File: config.mk
export PLATFORM = sky130hd
export DESIGN_NAME = apr_channel
export DESIGN_NICKNAME = d
export VERILOG_FILES = /design/src/common/apr_pkg.sv /design/src/verilog/apr_channel.sv
export SDC_FILE = /design/constraint.sdc
export NUM_CORES = 1
export LEC_CHECK = 0
export ABC_CLOCK_PERIOD_IN_PS = 6700
export BUFFER_PORTS_ARGS = -buffer_cell sky130_fd_sc_hd__buf_4
export CORE_UTILIZATION = 30
export DETAILED_ROUTE_END_ITERATION = 12
export PLACE_DENSITY = 0.47
export SKIP_LAST_GASP = 1
export SYNTH_ARGS = -nofsm -noshare
export SYNTH_HDL_FRONTEND = slang
export SYNTH_SLANG_ARGS = --single-unit
export TNS_END_PERCENT = 50
File: constraint.sdc
create_clock -name clk_sys_i -period 6.7 [get_ports clk_sys_i]
set_input_delay 0.335 -clock clk_sys_i [delete_from_list [all_inputs] [get_ports clk_sys_i]]
set_output_delay 0.335 -clock clk_sys_i [all_outputs]
set_load 0.005 [all_outputs]
File: src/common/apr_pkg.sv
// constants, register layouts and tables of the air pressure channel
package apr_pkg;
	// register byte offsets
	localparam logic [7:0] OFS_CTRL   = 8'h00;
	localparam logic [7:0] OFS_CYCLE  = 8'h04;
	localparam logic [7:0] OFS_LIMIT  = 8'h08;
	localparam logic [7:0] OFS_EXT    = 8'h0C;
	localparam logic [7:0] OFS_STATUS = 8'h10;
	localparam logic [7:0] OFS_MEAS   = 8'h14;
	// writable bits; the rest read as zero
	localparam logic [31:0] CTRL_WMASK  = 32'h0000_0377;
	localparam logic [31:0] CYCLE_WMASK = 32'h0000_7F7F;
	localparam logic [31:0] LIMIT_WMASK = 32'h000F_FF7F;
	// reset values
	localparam logic [31:0] CTRL_RST  = 32'h0000_0000;
	localparam logic [31:0] CYCLE_RST = 32'h0000_0000;
	localparam logic [31:0] LIMIT_RST = 32'h0000_0003;
	// time base
	localparam int unsigned CLK_PERIOD_NS = 50;
	localparam int unsigned SEC_NS        = 1000000000;
	localparam int unsigned CYC_PER_S     = SEC_NS / CLK_PERIOD_NS;
	localparam logic [3:0]  HOLD_S        = 4'hA;
	localparam logic [11:0] CYC_UNIT_S    = 12'h00A;
	// span in 0.1 hPa: 300 and 1100 hPa
	localparam logic [15:0] RANGE_LO = 16'h0BB8;
	localparam logic [15:0] RANGE_HI = 16'h2AF8;
	// change steps 0.5, 1, 3, 10 % of the upper range value
	localparam logic [15:0] STEP_TAB [4] = '{16'h0037, 16'h006E, 16'h014A, 16'h044C};
	// thresholds 900, 990 .. 1035, 1100 hPa
	localparam logic [15:0] THR_TAB [12] = '{16'h2328, 16'h26AC, 16'h26DE, 16'h2710,
		16'h2742, 16'h2774, 16'h27A6, 16'h27D8, 16'h280A, 16'h283C, 16'h286E, 16'h2AF8};
	// hysteresis none, 0.3, 0.5, 1, 3, 5 hPa
	localparam logic [15:0] HYST_TAB [6] = '{16'h0000, 16'h0003, 16'h0005, 16'h000A,
		16'h001E, 16'h0032};
	// switch delays in seconds, none up to 60 min
	localparam logic [11:0] DLY_TAB [14] = '{12'h000, 12'h001, 12'h003, 12'h005,
		12'h00A, 12'h00F, 12'h01E, 12'h03C, 12'h0B4, 12'h12C, 12'h258, 12'h384,
		12'h708, 12'hE10};
	// one-byte external value: percent of span, 255 -> full span
	localparam logic [31:0] EXT_SCALE = 32'h0000_07D8;
	localparam int unsigned EXT_SHIFT = 6;

	typedef enum logic [1:0] {EXT_NONE, EXT_16, EXT_8} apr_ext_e;

	typedef struct packed {
		logic [21:0] rsv_b;
		apr_ext_e    ext_md;
		logic        rsv_a;
		logic        lv_chg;
		logic [1:0]  chg_sel;
		logic        rsv_0;
		logic [1:0]  lv_cnt;
		logic        en;
	} apr_ctrl_s;

	typedef struct packed {
		logic [16:0] rsv_b;
		logic [6:0]  l_cyc;
		logic        rsv_a;
		logic [6:0]  m_cyc;
	} apr_cycle_s;

	typedef struct packed {
		logic [11:0] rsv_b;
		logic [3:0]  off_sel;
		logic [3:0]  on_sel;
		logic [3:0]  act;
		logic        rsv_a;
		logic [2:0]  hy_sel;
		logic [3:0]  thr_sel;
	} apr_limit_s;

	typedef struct packed {
		logic [15:0] last;
		logic [11:0] rsv;
		logic        ext_ok;
		logic        pend;
		logic        cond;
		logic        lv;
	} apr_status_s;
endpackage : apr_pkg

File: src/verilog/apr_channel.sv
// air pressure channel: change and cyclic reports, limit comparator, wishbone registers
//
// Our own choices: the Wishbone interface to the registers and the register offsets.
`timescale 1ns/1ns
module apr_channel #(
	parameter int unsigned CYC_PER_S = apr_pkg::CYC_PER_S
) (
	// clock and reset
	input  wire logic        clk_sys_i,
	input  wire logic        reset_n_i,
	// wishbone slave
	input  wire logic        wb_cyc_i,
	input  wire logic        wb_stb_i,
	input  wire logic        wb_we_i,
	input  wire logic [7:0]  wb_adr_i,
	input  wire logic [3:0]  wb_sel_i,
	input  wire logic [31:0] wb_dat_i,
	output logic      [31:0] wb_dat_o,
	output logic             wb_ack_o,
	// pressure samples in 0.1 hPa
	input  wire logic        sample_valid_i,
	input  wire logic [15:0] sample_i,
	// telegram requests
	output logic             meas_send_o,
	output logic      [15:0] meas_value_o,
	output logic             limit_send_o,
	output logic             limit_value_o
);
	typedef struct packed {
		logic                ack;
		logic [31:0]         dat;
		apr_pkg::apr_ctrl_s  ctrl;
		apr_pkg::apr_cycle_s cyc;
		apr_pkg::apr_limit_s lim;
		logic [15:0]         ext_raw;
		logic                ext_ok;
		logic [24:0]         pre;
		logic [3:0]          hold_s;
		logic [11:0]         m_tmr;
		logic [11:0]         l_tmr;
		logic [11:0]         dly_s;
		logic                pend;
		logic [15:0]         smp;
		logic [15:0]         last;
		logic                cond;
		logic                lv;
		logic                m_send;
		logic                l_send;
	} apr_state_s;

	apr_state_s  r;
	apr_state_s  next_r;
	logic        sec_tick;
	logic        active;
	logic        lim_on;
	logic        exc;
	logic        prim_on;
	logic        tgt;
	logic        tgt_ok;
	logic        chg_fire;
	logic        m_fire;
	logic        l_fire;
	logic        l_chg;
	logic        wr;
	logic [15:0] smp_c;
	logic [15:0] limit_threshold;
	logic [15:0] hyst;
	logic [15:0] absdiff;
	logic [31:0] rd;
	logic [31:0] wv;
	logic [31:0] wmask;

	function automatic logic [15:0] span(input logic [15:0] v);
		if (v < apr_pkg::RANGE_LO) begin
			return apr_pkg::RANGE_LO;
		end else if (v > apr_pkg::RANGE_HI) begin
			return apr_pkg::RANGE_HI;
		end
		return v;
	endfunction : span

	always_comb begin
		next_r = r;
		m_fire = 1'b0;
		l_fire = 1'b0;
		l_chg = 1'b0;
		// bus: one wait state, unmapped reads zero and ignores writes
		wr = wb_cyc_i && wb_stb_i && wb_we_i && !r.ack;
		rd = 32'h0;
		if (wb_adr_i == apr_pkg::OFS_CTRL) begin
			rd = r.ctrl;
		end else if (wb_adr_i == apr_pkg::OFS_CYCLE) begin
			rd = r.cyc;
		end else if (wb_adr_i == apr_pkg::OFS_LIMIT) begin
			rd = r.lim;
		end else if (wb_adr_i == apr_pkg::OFS_EXT) begin
			rd = {16'h0, r.ext_raw};
		end else if (wb_adr_i == apr_pkg::OFS_STATUS) begin
			rd = apr_pkg::apr_status_s'({r.last, 12'h0, r.ext_ok, r.pend, r.cond, r.lv});
		end else if (wb_adr_i == apr_pkg::OFS_MEAS) begin
			rd = {limit_threshold, r.smp};
		end
		for (int i = 0; i < 4; i++) begin
			wmask[8*i +: 8] = {8{wb_sel_i[i]}};
		end
		wv = (rd & ~wmask) | (wb_dat_i & wmask);
		next_r.ack = wb_cyc_i && wb_stb_i && !r.ack;
		next_r.dat = rd;
		// a new control or limit setting drops any external threshold until rewritten
		if (wr && wb_adr_i == apr_pkg::OFS_CTRL) begin
			next_r.ctrl = apr_pkg::apr_ctrl_s'(wv & apr_pkg::CTRL_WMASK);
			next_r.ext_ok = 1'b0;
		end else if (wr && wb_adr_i == apr_pkg::OFS_CYCLE) begin
			next_r.cyc = apr_pkg::apr_cycle_s'(wv & apr_pkg::CYCLE_WMASK);
		end else if (wr && wb_adr_i == apr_pkg::OFS_LIMIT) begin
			next_r.lim = apr_pkg::apr_limit_s'(wv & apr_pkg::LIMIT_WMASK);
			next_r.ext_ok = 1'b0;
		end else if (wr && wb_adr_i == apr_pkg::OFS_EXT) begin
			next_r.ext_raw = wv[15:0];
			next_r.ext_ok = 1'b1;
		end

		// one second time base
		sec_tick = (r.pre == 25'(CYC_PER_S - 1));
		next_r.pre = sec_tick ? 25'h0 : r.pre + 25'h1;
		active = r.ctrl.en;
		lim_on = active && (r.ctrl.lv_cnt != 2'h0);
		smp_c = span(sample_i);
		if (sample_valid_i && active) begin
			next_r.smp = smp_c;
		end

		// threshold: internal list or external object
		// 8-bit object is percent of span; 255 lands on the upper bound
		limit_threshold = apr_pkg::THR_TAB[(r.lim.thr_sel > 4'hB) ? 4'hB : r.lim.thr_sel];
		if (r.ext_ok && r.ctrl.ext_md == apr_pkg::EXT_16) begin
			limit_threshold = span(r.ext_raw);
		end else if (r.ext_ok && r.ctrl.ext_md == apr_pkg::EXT_8) begin
			limit_threshold = apr_pkg::RANGE_LO
				+ 16'((32'(r.ext_raw[7:0]) * apr_pkg::EXT_SCALE) >> apr_pkg::EXT_SHIFT);
		end
		hyst = apr_pkg::HYST_TAB[(r.lim.hy_sel > 3'h5) ? 3'h5 : r.lim.hy_sel];

		// comparator: strict crossing sets, strictly passing the hysteresis point clears
		exc = !r.lim.act[1];
		prim_on = !r.lim.act[0];
		if (sample_valid_i && lim_on) begin
			if (exc && smp_c > limit_threshold) begin
				next_r.cond = 1'b1;
			end else if (exc && smp_c < limit_threshold - hyst) begin
				next_r.cond = 1'b0;
			end else if (!exc && smp_c < limit_threshold) begin
				next_r.cond = 1'b1;
			end else if (!exc && smp_c > limit_threshold + hyst) begin
				next_r.cond = 1'b0;
			end
		end
		tgt = r.cond ? prim_on : !prim_on;
		tgt_ok = (r.lim.act < 4'hC)
			&& (r.cond ? (r.lim.act[3:2] != 2'h2) : (r.lim.act[3:2] != 2'h1));

		// delayed acceptance; a target that flips back cancels the wait
		// free-running ticks: an n second delay ends after n-1 to n seconds
		if (!lim_on || !tgt_ok || tgt == r.lv) begin
			next_r.pend = 1'b0;
		end else if (!r.pend) begin
			next_r.pend = 1'b1;
			next_r.dly_s = tgt ? apr_pkg::DLY_TAB[(r.lim.on_sel > 4'hD) ? 4'hD : r.lim.on_sel]
				: apr_pkg::DLY_TAB[(r.lim.off_sel > 4'hD) ? 4'hD : r.lim.off_sel];
		end else if (r.dly_s == 12'h0) begin
			next_r.lv = tgt;
			next_r.pend = 1'b0;
			l_chg = 1'b1;
		end else if (sec_tick) begin
			next_r.dly_s = r.dly_s - 12'h1;
		end

		// change-triggered measured value
		absdiff = (r.smp > r.last) ? r.smp - r.last : r.last - r.smp;
		chg_fire = active && r.hold_s == 4'h0
			&& absdiff >= apr_pkg::STEP_TAB[r.ctrl.chg_sel];
		if (chg_fire) begin
			next_r.hold_s = apr_pkg::HOLD_S;
		end else if (sec_tick && r.hold_s != 4'h0) begin
			next_r.hold_s = r.hold_s - 4'h1;
		end

		// cyclic timers share only the time base, never each other's state
		if (!active || r.cyc.m_cyc == 7'h0) begin
			next_r.m_tmr = 12'h0;
		end else if (sec_tick && r.m_tmr <= 12'h1) begin
			m_fire = 1'b1;
			next_r.m_tmr = 12'(r.cyc.m_cyc) * apr_pkg::CYC_UNIT_S;
		end else if (sec_tick) begin
			next_r.m_tmr = r.m_tmr - 12'h1;
		end
		if (!lim_on || r.cyc.l_cyc == 7'h0) begin
			next_r.l_tmr = 12'h0;
		end else if (sec_tick && r.l_tmr <= 12'h1) begin
			l_fire = 1'b1;
			next_r.l_tmr = 12'(r.cyc.l_cyc) * apr_pkg::CYC_UNIT_S;
		end else if (sec_tick) begin
			next_r.l_tmr = r.l_tmr - 12'h1;
		end

		next_r.m_send = chg_fire || m_fire;
		if (chg_fire || m_fire) begin
			next_r.last = r.smp;
		end
		// cyclic sends carry the accepted state, not the pending one
		next_r.l_send = (l_chg && r.ctrl.lv_chg) || (l_fire && tgt_ok);
	end

	always_ff @(posedge clk_sys_i or negedge reset_n_i) begin
		if (!reset_n_i) begin
			r <= '0;
			r.ctrl <= apr_pkg::CTRL_RST;
			r.cyc <= apr_pkg::CYCLE_RST;
			r.lim <= apr_pkg::LIMIT_RST;
		end else begin
			r <= next_r;
		end
	end

	assign wb_ack_o = r.ack;
	assign wb_dat_o = r.dat;
	assign meas_send_o = r.m_send;
	assign meas_value_o = r.last;
	assign limit_send_o = r.l_send;
	assign limit_value_o = r.lv;
endmodule : apr_channel

Word-level counts from Yosys, hierarchy flattened:

Memories as Yosys holds them, arrays and structs flattened.
Index checks and enable logic that the tools add are counted.

* bits in registers: 193
* memory bits (read-only): 768
* input bits: 66
* output and inout port bits: 52
* word-level logic and storage cells: 217
* memories: 4

Memories
* (no name shown): depth 16, bits a word 16, read ports 1, clocked after Yosys merged registers in 0, wr ports 0, RTL line apr_channel.sv:135 `limit_threshold = apr_pkg::THR_TAB[(r.lim.thr_sel > 4'hB) ? 4'hB : r.lim.thr_sel];`
* (no name shown): depth 16, bits a word 12, read ports 1, clocked after Yosys merged registers in 0, wr ports 0, RTL line apr_channel.sv:169 `: apr_pkg::DLY_TAB[(r.lim.off_sel > 4'hD) ? 4'hD : r.lim.off_sel];`
* (no name shown): depth 16, bits a word 12, read ports 1, clocked after Yosys merged registers in 0, wr ports 0, RTL line apr_channel.sv:168 `next_r.dly_s = tgt ? apr_pkg::DLY_TAB[(r.lim.on_sel > 4'hD) ? 4'hD : r.lim.on_sel]`
* (no name shown): depth 8, bits a word 16, read ports 1, clocked after Yosys merged registers in 0, wr ports 0, RTL line apr_channel.sv:142 `hyst = apr_pkg::HYST_TAB[(r.lim.hy_sel > 3'h5) ? 3'h5 : r.lim.hy_sel];`

* add/sub/neg operators: 10
* multiply operators: 3
* magnitude comparators: 22
* eq/ne operators: 14
* muxes and demuxes: 67
* bitwise operators: 13
* reduce and logical (&&, ||, !) cells: 56

Operators by type and width (count)
* 16-bit 2-to-1 mux: 15
* 32-bit 2-to-1 mux: 6
* 12-bit 2-to-1 mux: 13
* 16-bit greater-than comparator: 3
* 16-bit subtractor: 3
* 20-bit bitwise AND: 2
* 12-bit by 1-bit subtractor with 12-bit output, second input constant: 3
* 16-bit binary-select mux with 2-bit select: 1
* 16-bit by 14-bit greater-than comparator with 1-bit output, second input constant: 2
* 16-bit by 12-bit less-than comparator with 1-bit output, second input constant: 2
* 16-bit less-than comparator: 2
* 25-bit by 1-bit adder with 25-bit output, second input constant: 1
* 25-bit equality test, second input constant: 1
* 1-bit logical AND: 25
* 25-bit 2-to-1 mux: 1
* 12-bit by 1-bit <= comparator with 1-bit output, second input constant: 2
* 1-bit 2-to-1 mux: 24
* 7-bit by 3-bit multiplier with 10-bit output, second input constant: 2
* 4-bit 2-to-1 mux: 5
* 20-bit NOT: 1
* 20-bit bitwise OR: 1
* 16-bit adder: 1
* 8-bit by 4-bit equality test with 1-bit output, second input constant: 2
* 8-bit by 5-bit equality test with 1-bit output, second input constant: 2
* 34 further kinds: 65

Logic depth before layout (Yosys ltp):

Gate-level depths: netlist of run 1.

* depth after elaboration: 16
* depth in mapped cells: 32
* depth with buffers taken out: 32

Worst setup path after synthesis of run 1:

Ideal clock, no wire load.

* path kind: register -> register
* from: register r[103] (netlist name)
* to: register r[3] (netlist name)
* setup time: 0.122 ns
* arrival time: 6.901 ns
* data required time: 6.578 ns
* slack: -0.322 ns
* cell stages (with the launch flop): 27
* path buffers: 1
* period minus slack after synthesis: 7.022 ns
* cells stage by stage: dfrtp_1 fa_1 xor2_1 ha_1 fa_1 inv_1 fa_1 inv_1 ha_1 or3b_2 nand2_1 ha_1 o211ai_1 a21boi_0 ha_1 clkbuf_1 nor2_1 o21ai_0 and4_1 nor3b_1 xor2_1 ha_1 or4_1 a211oi_1 a211oi_1 nand4b_1 a32o_1

* longest elaborated chain between the ends: 11
* elaborated cells on any way between the ends: 26
* classes of those cells: 3 x add/sub; 1 x mul; 6 x order compare; 10 x mux; 6 x reduce/logical

RTL lines
* start: declaration: RTL line apr_channel.sv:51 `apr_state_s r;`
* start signal: assignment: RTL line apr_channel.sv:221 `r <= next_r;`
* parallel branches: the longest is 5 deep, another holds 8-bit by 8-bit multiplier with 16-bit output
* 16-bit 2-to-1 mux (*): RTL line apr_channel.sv:136 `if (r.ext_ok && r.ctrl.ext_md == apr_pkg::EXT_16) begin`
* 16-bit subtractor (tied with other cells): RTL line apr_channel.sv:150 `end else if (exc && smp_c < limit_threshold - hyst) begin`
* 16-bit less-than comparator (tied with other cells): RTL line apr_channel.sv:150
* 1-bit logical AND (tied with other cells): RTL line apr_channel.sv:150
* 4-bit nonzero test (no line) or 1-bit 2-to-1 mux (tied branches)
* 2-bit AND reduction (no line) or 1-bit 2-to-1 mux (tied branches)

Mark *: on every way between the ends. The select of a mux whose other input is x is not followed.
A chain may end at the register's enable or synchronous reset.

Final worst setup path of run 1:

* from: register r[104] (netlist name)
* to: register r[3] (netlist name)

Same word-level chain as after synthesis.

==> results of run 1 <==
## cells in the final DEF (no fill, tap or decap), drive strengths merged, types with 9 or more instances in the layout
cell type and n:
nand3 48, nand3b 9, a21o 26, nand2b 26, o22ai 22, or3 13, nor3b 9, xnor2 40
a211oi 22, nand4 23, inv 160, mux2 52, nor2 119, buf 222, nor2b 20, o31ai 11
nor3 45, a31oi 10, dfrtp 191, nor4 12, mux2i 41, o21bai 12, o21a 23, a21oi 132
o211ai 16, and3 13, and2 15, xor2 32, clkbuf 22, o21ai 136, conb 12, a22oi 16
or2 11, fa 32, nand2 173, ha 185
## flip-flops by register name, indices dropped and copies added (netlist names)
register       flops
wb_dat_o          32
limit_value_o      1
meas_send_o        1
limit_send_o       1
meas_value_o      16
active             1
r                140
wb_ack_o           1
## kinds of logic (layout without fill, tap and decap cells)
| family | after synthesis | in the layout |
|---|---|---|
| adder cells (fa/ha/maj) | 217 | 217 |
| XOR/XNOR | 72 | 72 |
| other | 2 | 12 |
| buffers and inverters | 284 | 412 |
| multiplexers | 93 | 93 |
| flip-flops | 193 | 193 |
| AND/OR/NAND/NOR | 560 | 560 |
| AO/OA/AOI/OAI | 507 | 507 |
## area by class of cell
type                    instances  area, um2
fillers                      5641      35300
multi-input cells            1461      11100
flip-flops and latches        193       4840
repair buffers                224       1710
well taps                     748        936
inverters                     156        586
clock buffers                  21        450
clock inverters                11        100
## where the power goes
part / internal [mW] / switching, mW
Clock: 0.494 / 0.507
Combinational: 0.594 / 0.664
Sequential: 1.18 / 0.0255
## path summary, 6_finish.rpt
check	startpoint	to	slack, ns	cells after the start
worst max register to register	r[104]$_DFFE_PN0P_	r[3]$_DFFE_PN0P_	-0.01	29
worst min register to register	r[77]$_DFF_PN0_	r[77]$_DFF_PN0_	0.48	1
min in group asynchronous	reset_n_i	meas_send_o$_DFF_PN0_	0.34	2
worst max-delay path	r[104]$_DFFE_PN0P_	r[3]$_DFFE_PN0P_	-0.01	29
worst min-delay path	sample_valid_i	r[34]$_DFFE_PN0P_	0.06	2
max in group asynchronous	reset_n_i	r[98]$_DFF_PN0_	4.94	3
## repair_timing
| item | 4_1_cts | 5_1_grt |
|---|---|---|
| pin swaps | 44 | 41 |
| resized for setup | 49 | 42 |
| hold buffers | 1 | 0 |
| endpoints found under the setup margin | 1 | 1 |
| buffers inserted | 10 | 8 |
| endpoints found under the hold margin | 43 | 0 |
## critical path: cells and delay by family (launching register included)
kind | cells | cell delay, ns
adders and majority gates | 7 | 2.77
and+or+nand+nor | 6 | 1.16
AOI/OAI and AO/OA | 6 | 1.05
buffers and inverters | 6 | 0.65
xor gates and xnor gates | 4 | 0.58
DFF | 1 | 0.43
## through the flow
step,hold slack (ns),setup WS (ns),util,area (um2)
after floorplan,0.0394,0.00170,-,16800
after global placement,0.312,-0.318,0.338,18600
after detailed placement,0.316,-0.318,0.338,18600
after CTS,0.0254,0.00311,0.354,19500
after global routing,0.0315,-0.306,0.358,19700
final,0.0570,-0.0125,0.358,19700
## metal layers
metal,part of all wire,routed length (um),up-vias
li1,-,-,7042
met1,0.48,25200,6958
met2,0.45,23700,296
met3,0.037,1930,68
met4,0.028,1480,0
met5,0,0,-
==> results.md, run 1 <==
Run status:
- The run finished, with violations left.
- The checks that failed: setup timing.

Drt:
- The detail-routed via count per cell is 5.10.
- In this run, the number of DRC markers left after iteration 0 of detailed routing was roughly 1100.
- The first detailed-routing pass took 5 iterations.
- The number of nets with antenna violations after detailed routing is 0.
- The detail-routed net length per standard cell is 18.6 um.
- In the routed design, unresolved DRC markers number 0.
- The routed wire length is 52300 um.
- The via total after detailed routing is around 14000.

Cells and area:
- The share of post-route cells with drive strength above 1 is 0.197.
- For this run, the post-layout net count is roughly 2300.
- The antenna diode count is 0.
- Excluding fillers, the count of instances in the completed layout stands at 2814.
- The layout overhead on the synthesized area is 18.1%.

Yosys:
- The distinct cell type count of the synthesized netlist is 84.
- The most common cell in the netlist is sky130_fd_sc_hd__dfrtp_1.
- Of the total synthesized cell area, the portion taken by AND, OR, NAND and NOR gates is 0.165.
- Counting flops with a built-in enable in the synthesized netlist gives 0.
- Synthesis produced 1928 cells.
- The async set-or-reset flop fraction in the synthesized netlist is 1.00.
- The parity-gate share of the synthesized area counting xor and xnor cells is 0.0378.
- By count the netlist is led by sky130_fd_sc_hd__dfrtp_1 (191), sky130_fd_sc_hd__ha_1 (185), sky130_fd_sc_hd__nand2_1 (173).
- The number of flip-flops and latches in the synthesized netlist is 193.
- The synthesized design spends more area on one cell type than any other, namely sky130_fd_sc_hd__dfrtp_1.
- The average instance in the mapped netlist occupies 8.65 um2.
- After synthesis, the largest family of logic cells by area is compound AO/OA/AOI/OAI gates.
- Measured against the total synthesized area, the mux share comes to 0.0597.
- After synthesis the cells add up to 16700 um2.
- The area share of fa/ha/maj cells after synthesis is 0.177.
- The number of warnings reported in the yosys synthesis log is 0.
- The compound-cell area share of the yosys netlist was 0.193.
- Of the post-synthesis cell area, the dominant cell type holds 0.286.
- In the synthesized netlist the dominant register cell turns out to be sky130_fd_sc_hd__dfrtp_1.
- By area the synthesized netlist is led by sky130_fd_sc_hd__dfrtp_1 (29%), sky130_fd_sc_hd__ha_1 (14%), sky130_fd_sc_hd__o21ai_0 (4.0%).
- The proportion of synthesized chip area in sequential cells is 0.290.

Floorplan:
- The die is 238 um wide.
- The starting utilization of the core area is 0.303.
- The core region is 55000 um2.
- The row count is 86.
- The die covers approximately 57000 um2.
- From bottom edge to top edge, the die measures 238 um.
- The number of I/O pins is 118.

STA:
- Setup violations remaining at the end of the flow were counted as 1.
- Setup slack on the critical path of the routed design comes to -0.0125 ns.
- The final worst-path cycle share is 1.00.
- Setup repair after global routing could not meet its margin everywhere.
- The max-slew violation count came to 0.
- Summed over all failing endpoints, the final setup total negative slack is -0.0125 ns.
- Across the routed clock network, the largest skew measured is 0.0148 ns.
- The maximum clock frequency is 149 MHz.
- The worst-margin pin slew is a little over 1 ns.
- The number of hold-slack violations in the final timing report is 0.
- In this run the tightest slew margin relative to its limit is 0.305.
- Subtracting the final worst setup slack from the clock period gives 6.71 ns.

Clock tree:
- The TritonCTS clock tree is built.
- The number of buffers created by CTS is 17.
- The clock net in this run drives a total of 193 sinks.
- The library cell used as clock root buffer is sky130_fd_sc_hd__clkbuf_16.
- The H-tree was split into 4 levels.
- The clock-pin slew on the worst setup and hold paths is around 0.08 ns.
- The later-pin clock latency in the skew report is 0.49 ns.
- The clock passes through at most 2 buffers.

Worst setup path:
- The kind of start point of the critical path is a flop.
- The largest fanout on the critical path is 5.
- The cell with the largest stage delay on the worst path is sky130_fd_sc_hd__fa_1.
- The largest single stage delay on the critical path is 0.60 ns.
- The kind of critical path is reg2reg.
- The capturing element type of the critical path is a flop.
- For the worst setup path, the data arrival time is 7.13 ns.
- The worst path required time is a little over 7 ns.

GRT:
- The total overflow left after global routing is 0.
- In the global route stage, met1 resource usage came out at 0.260.
- The wire length of the first global-routing pass is 82000 um.
- For this run, global-route usage on met2 was measured as 0.294.
- Across every metal layer, demand over resource in global routing totals 0.187.
- The number of antenna violations at the first check in global routing was 0.
- met2 is the most crowded layer.
- The global-route met3 utilization is 0.0286.
- Entering global routing, the biggest net connects 81 pins.
- The via count of the first global-routing pass is 14100.

Power and ir drop:
- The power density relative to cell area is 176 nW/um2.
- The total chip power is 3.46 mW.
- The worst-case IR drop observed on VDD is 0.000124 V.
- Summed over all cells, the static leakage comes to ~9.1 nW.

Place:
- Buffers placed on the I/O ports in this run total 104.
- The sum of net half-perimeters after detailed placement is roughly 41000 um.
- The placed instance count is roughly 2800.
- Routability-driven placement finished with a final weighted congestion of 0.871.

Worst hold path:
- The worst hold path belongs to the class in2reg.

Job:
- Across the run, the number of max-cap violations was 0.
No activity file was read; power rests on OpenSTA's default activity.
==> run 2, diff against run 1 <==
--- a/config.mk
+++ b/config.mk
@@ -5,11 +5,12 @@
 export SDC_FILE = /design/constraint.sdc
 export NUM_CORES = 1
 export LEC_CHECK = 0
-export ABC_CLOCK_PERIOD_IN_PS = 6700
+export ABC_CLOCK_PERIOD_IN_PS = 6300
 export BUFFER_PORTS_ARGS = -buffer_cell sky130_fd_sc_hd__buf_4
 export CORE_UTILIZATION = 30
 export DETAILED_ROUTE_END_ITERATION = 12
-export PLACE_DENSITY = 0.47
+export GPL_TIMING_DRIVEN = 0
+export PLACE_DENSITY = 0.45
 export SKIP_LAST_GASP = 1
 export SYNTH_ARGS = -nofsm -noshare
 export SYNTH_HDL_FRONTEND = slang
==> constraint.sdc (replaced) <==
create_clock -name clk_sys_i -period 6.3 [get_ports clk_sys_i]
set_input_delay 0.315 -clock clk_sys_i [delete_from_list [all_inputs] [get_ports clk_sys_i]]
set_output_delay 0.315 -clock clk_sys_i [all_outputs]
set_load 0.005 [all_outputs]
==> results.md, run 2 (same netlist as run 1, synthesis figures left out) <==
Cells and area:
- The layout overhead on the synthesized area is 20.0%.
- Ranked by flip-flop count, first place goes to r.
- The library cell used most frequently in the layout, excluding fill and tap cells, is sky130_fd_sc_hd__buf_4.
- The antenna diode count is 0.
- Of the cells placed in the final design, the portion with a size suffix greater than 1 is 0.192.
- Counting the fill cells in the layout gives between 5000 and 6000.
- The final standard cell count with taps included and fillers excluded is about 2900.
- In the layout the commonest cells are sky130_fd_sc_hd__buf_4 (200), sky130_fd_sc_hd__dfrtp_1 (183), sky130_fd_sc_hd__ha_1 (174), sky130_fd_sc_hd__nand2_1 (173), sky130_fd_sc_hd__inv_1 (147).
- The utilization of the core after routing is 0.364.
- The final layout contains 2394 nets.
- The number of flip-flops under the largest register name is 140.

Worst setup path:
- The worst reg2reg path depth is 30.
- The critical path runs through a total of 30 cells.
- The critical path in this run is classified as reg2reg.
- The largest fanout on the critical path is 8.
- The capturing element type of the critical path is a flop.
- Data arrives at the worst endpoint at 7.11 ns.
- Counting both buffers and inverters, the worst setup path holds a total of 6.
- The cell type with the highest occurrence count on the critical path is sky130_fd_sc_hd__buf_4.
- The critical path's largest stage delay is 0.59 ns.
- The worst setup path is launched from a flop.
- The worst path required time is about 6.7 ns.
- Grouping stages by cell kind, the critical path spends the most delay in adder cells.
- The slowest stage of the critical path is the sky130_fd_sc_hd__fa_1 cell.

Clock tree:
- The later-pin clock latency in the skew report is 0.50 ns.
- The TritonCTS clock tree is built.
- The number of buffers created by CTS is 17.
- The clock passes through at most 2 buffers.
- The library cell used as clock root buffer is sky130_fd_sc_hd__clkbuf_16.
- CTS saw just under 200 sinks.
- In this run the number of H-tree levels came out at 4.
- The clock-pin slew on the worst setup and hold paths is ~0.080 ns.

Worst hold path:
- The tightest min-delay check is of the in2reg type.
- The worst hold path was traced through 3 stages.

Run status:
- The run finished, with violations left.
- The checks that failed: setup timing.

Power and ir drop:
- The worst voltage drop across the vdd grid is 0.000196 V.
- The power density relative to cell area is 185 nW/um2.
- The leakage power of the design is 9.13 nW.

Place:
- In this run the tool buffered the top-level ports with 100 buffer cells.
- The sum of net half-perimeters after detailed placement is 42500 um.
- The placed instance count is 2787.
- The final weighted congestion of routability-driven global placement is 0.855.

Drt:
- The number of nets with antenna violations after detailed routing is 0.
- In the routed layout, each cell is associated on average with a via count of 5.09.
- In the final routed layout, each cell accounts on average for around 19 um.
- Summed over all layers, the routed wires come to 54100 um.
- After detailed routing, the number of remaining DRC violations is 0.
- The first detailed-routing pass took 5 iterations.
- The initial DRC count is slightly below 900.
- The via total after detailed routing is 14600.

GRT:
- The number of antenna violations at the first check in global routing was 0.
- The via count of the first global-routing pass is ~14000.
- The first global-routing pass estimated 84600 um of wire.
- For this run, the total global-route usage over all layers was measured as 0.195.
- Summed over all layers, the global routing overflow is 0.
- The largest net degree at the start of global routing is 115.

STA:
- The final setup skew is 0.0166 ns.
- The number of hold-slack violations in the final timing report is 0.
- The maximum clock frequency is 149 MHz.
- The worst-margin pin slew is approximately 1.2 ns.
- The max-slew violation count is 0.
- Hold timing on the final database bottoms out at a slack of 0.119 ns.
- Setup violations remaining at the end of the flow were counted as 1.
- The relative max-transition margin is 0.184.
- Subtracting the final worst setup slack from the clock period gives around 6.7 ns.
- Setup repair after global routing could not meet its margin everywhere.
- Setup slack on the critical path of the routed design comes to -0.423 ns.
- Of the available clock period, the critical path in the final layout requires 1.07.

Floorplan:
- Row generation in the floorplan step produced 86 rows.
- In this run the horizontal extent of the chip is roughly 240 um.
- The total area inside the core boundary comes to 55000 um2.
- The overall die height is 238 um.
- For this configuration, the core starts out at a cell density of 0.303.
- The floorplan step defined a die boundary enclosing 56600 um2.
- 118 I/O pins were placed.

Job:
- The number of maximum-capacitance violations is 0.
-- run 2: changes by cell type in the layout (fill, tap and decap cells not counted), sizes merged --
cell | previous run | this run
clkinv | 5 | 8
clkbuf | 22 | 80
buf | 222 | 217
dlygate4sd3 | 1 | 2
inv | 160 | 161
-- run 2: metrics by stage --
stage / power (mW) / area [um2] / setup slack (ns) / TNS [ns]
5_1_grt: 3.93 / 20000 / -0.762 / -0.762
4_1_cts: 3.69 / 19900 / -0.398 / -0.398
3_5_place_dp: 2.34 / 18600 / -1.10 / -1.10
2_1_floorplan: 2.03 / 16900 / -0.0677 / -0.0677
3_3_place_gp: 2.34 / 18600 / -1.07 / -1.07
6_report: 3.71 / 20000 / -0.423 / -0.423
-- run 2: where the power goes --
part           switching, mW  internal, mW  total [mW]
clock network          0.614         0.541        1.15
logic                  0.719         0.552        1.27
registers             0.0265          1.25        1.28
total                   1.36          2.35        3.71
-- run 2: area by class of cell --
| cell class | count | area, um2 | area share |
|---|---|---|---|
| Tap cell | 748 | 936 | 0.0467 |
| Multi-Input combinational cell | 1461 | 11100 | 0.555 |
| Inverter | 156 | 603 | 0.0301 |
| Buffer | 125 | 696 | 0.0347 |
| Clock inverter | 15 | 189 | 0.00944 |
| Timing Repair Buffer | 157 | 1210 | 0.0604 |
| Clock buffer | 17 | 425 | 0.0212 |
| Sequential cell | 193 | 4840 | 0.242 |
-- run 2: worst paths after layout --
path / end / slack (ns) / startpoint
max: r[3]$_DFFE_PN0P_ / -0.42 / r[104]$_DFFE_PN0P_
max in group asynchronous: r[39]$_DFFE_PN0P_ / 4.80 / reset_n_i
max reg2reg: r[3]$_DFFE_PN0P_ / -0.42 / r[104]$_DFFE_PN0P_
min in group asynchronous: meas_send_o$_DFF_PN0_ / 0.38 / reset_n_i
min reg2reg: r[77]$_DFF_PN0_ / 0.49 / r[77]$_DFF_PN0_
min: r[32]$_DFFE_PN0P_ / 0.12 / sample_i[12]
-- run 2: timing repair --
action,CTS,global route
hold endpoints to repair,78,0
gates resized for setup,59,19
hold buffers,2,0
endpoints found under the setup margin,1,1
pin swaps,33,21
buffers inserted,49,4
-- run 2: worst register-to-register path, delay by kind of cell, from the launching register on --
family / cells / cell delay [ns]
and+or+nand+nor: 5 / 0.69
adders and majority gates: 6 / 2.38
AOI/OAI and AO/OA: 9 / 1.67
DFF: 1 / 0.48
xor gates and xnor gates: 4 / 0.56
buffers and inverters: 6 / 0.81
-- run 2: layer usage --
metal / GRT usage / wire [um] / up-vias
li1: - / - / 7164
met1: 0.274 / 25800 / 7091
met2: 0.313 / 25000 / 327
met3: 0.0307 / 2480 / 40
met4: 0.0483 / 779 / 0
met5: 0 / 0 / -
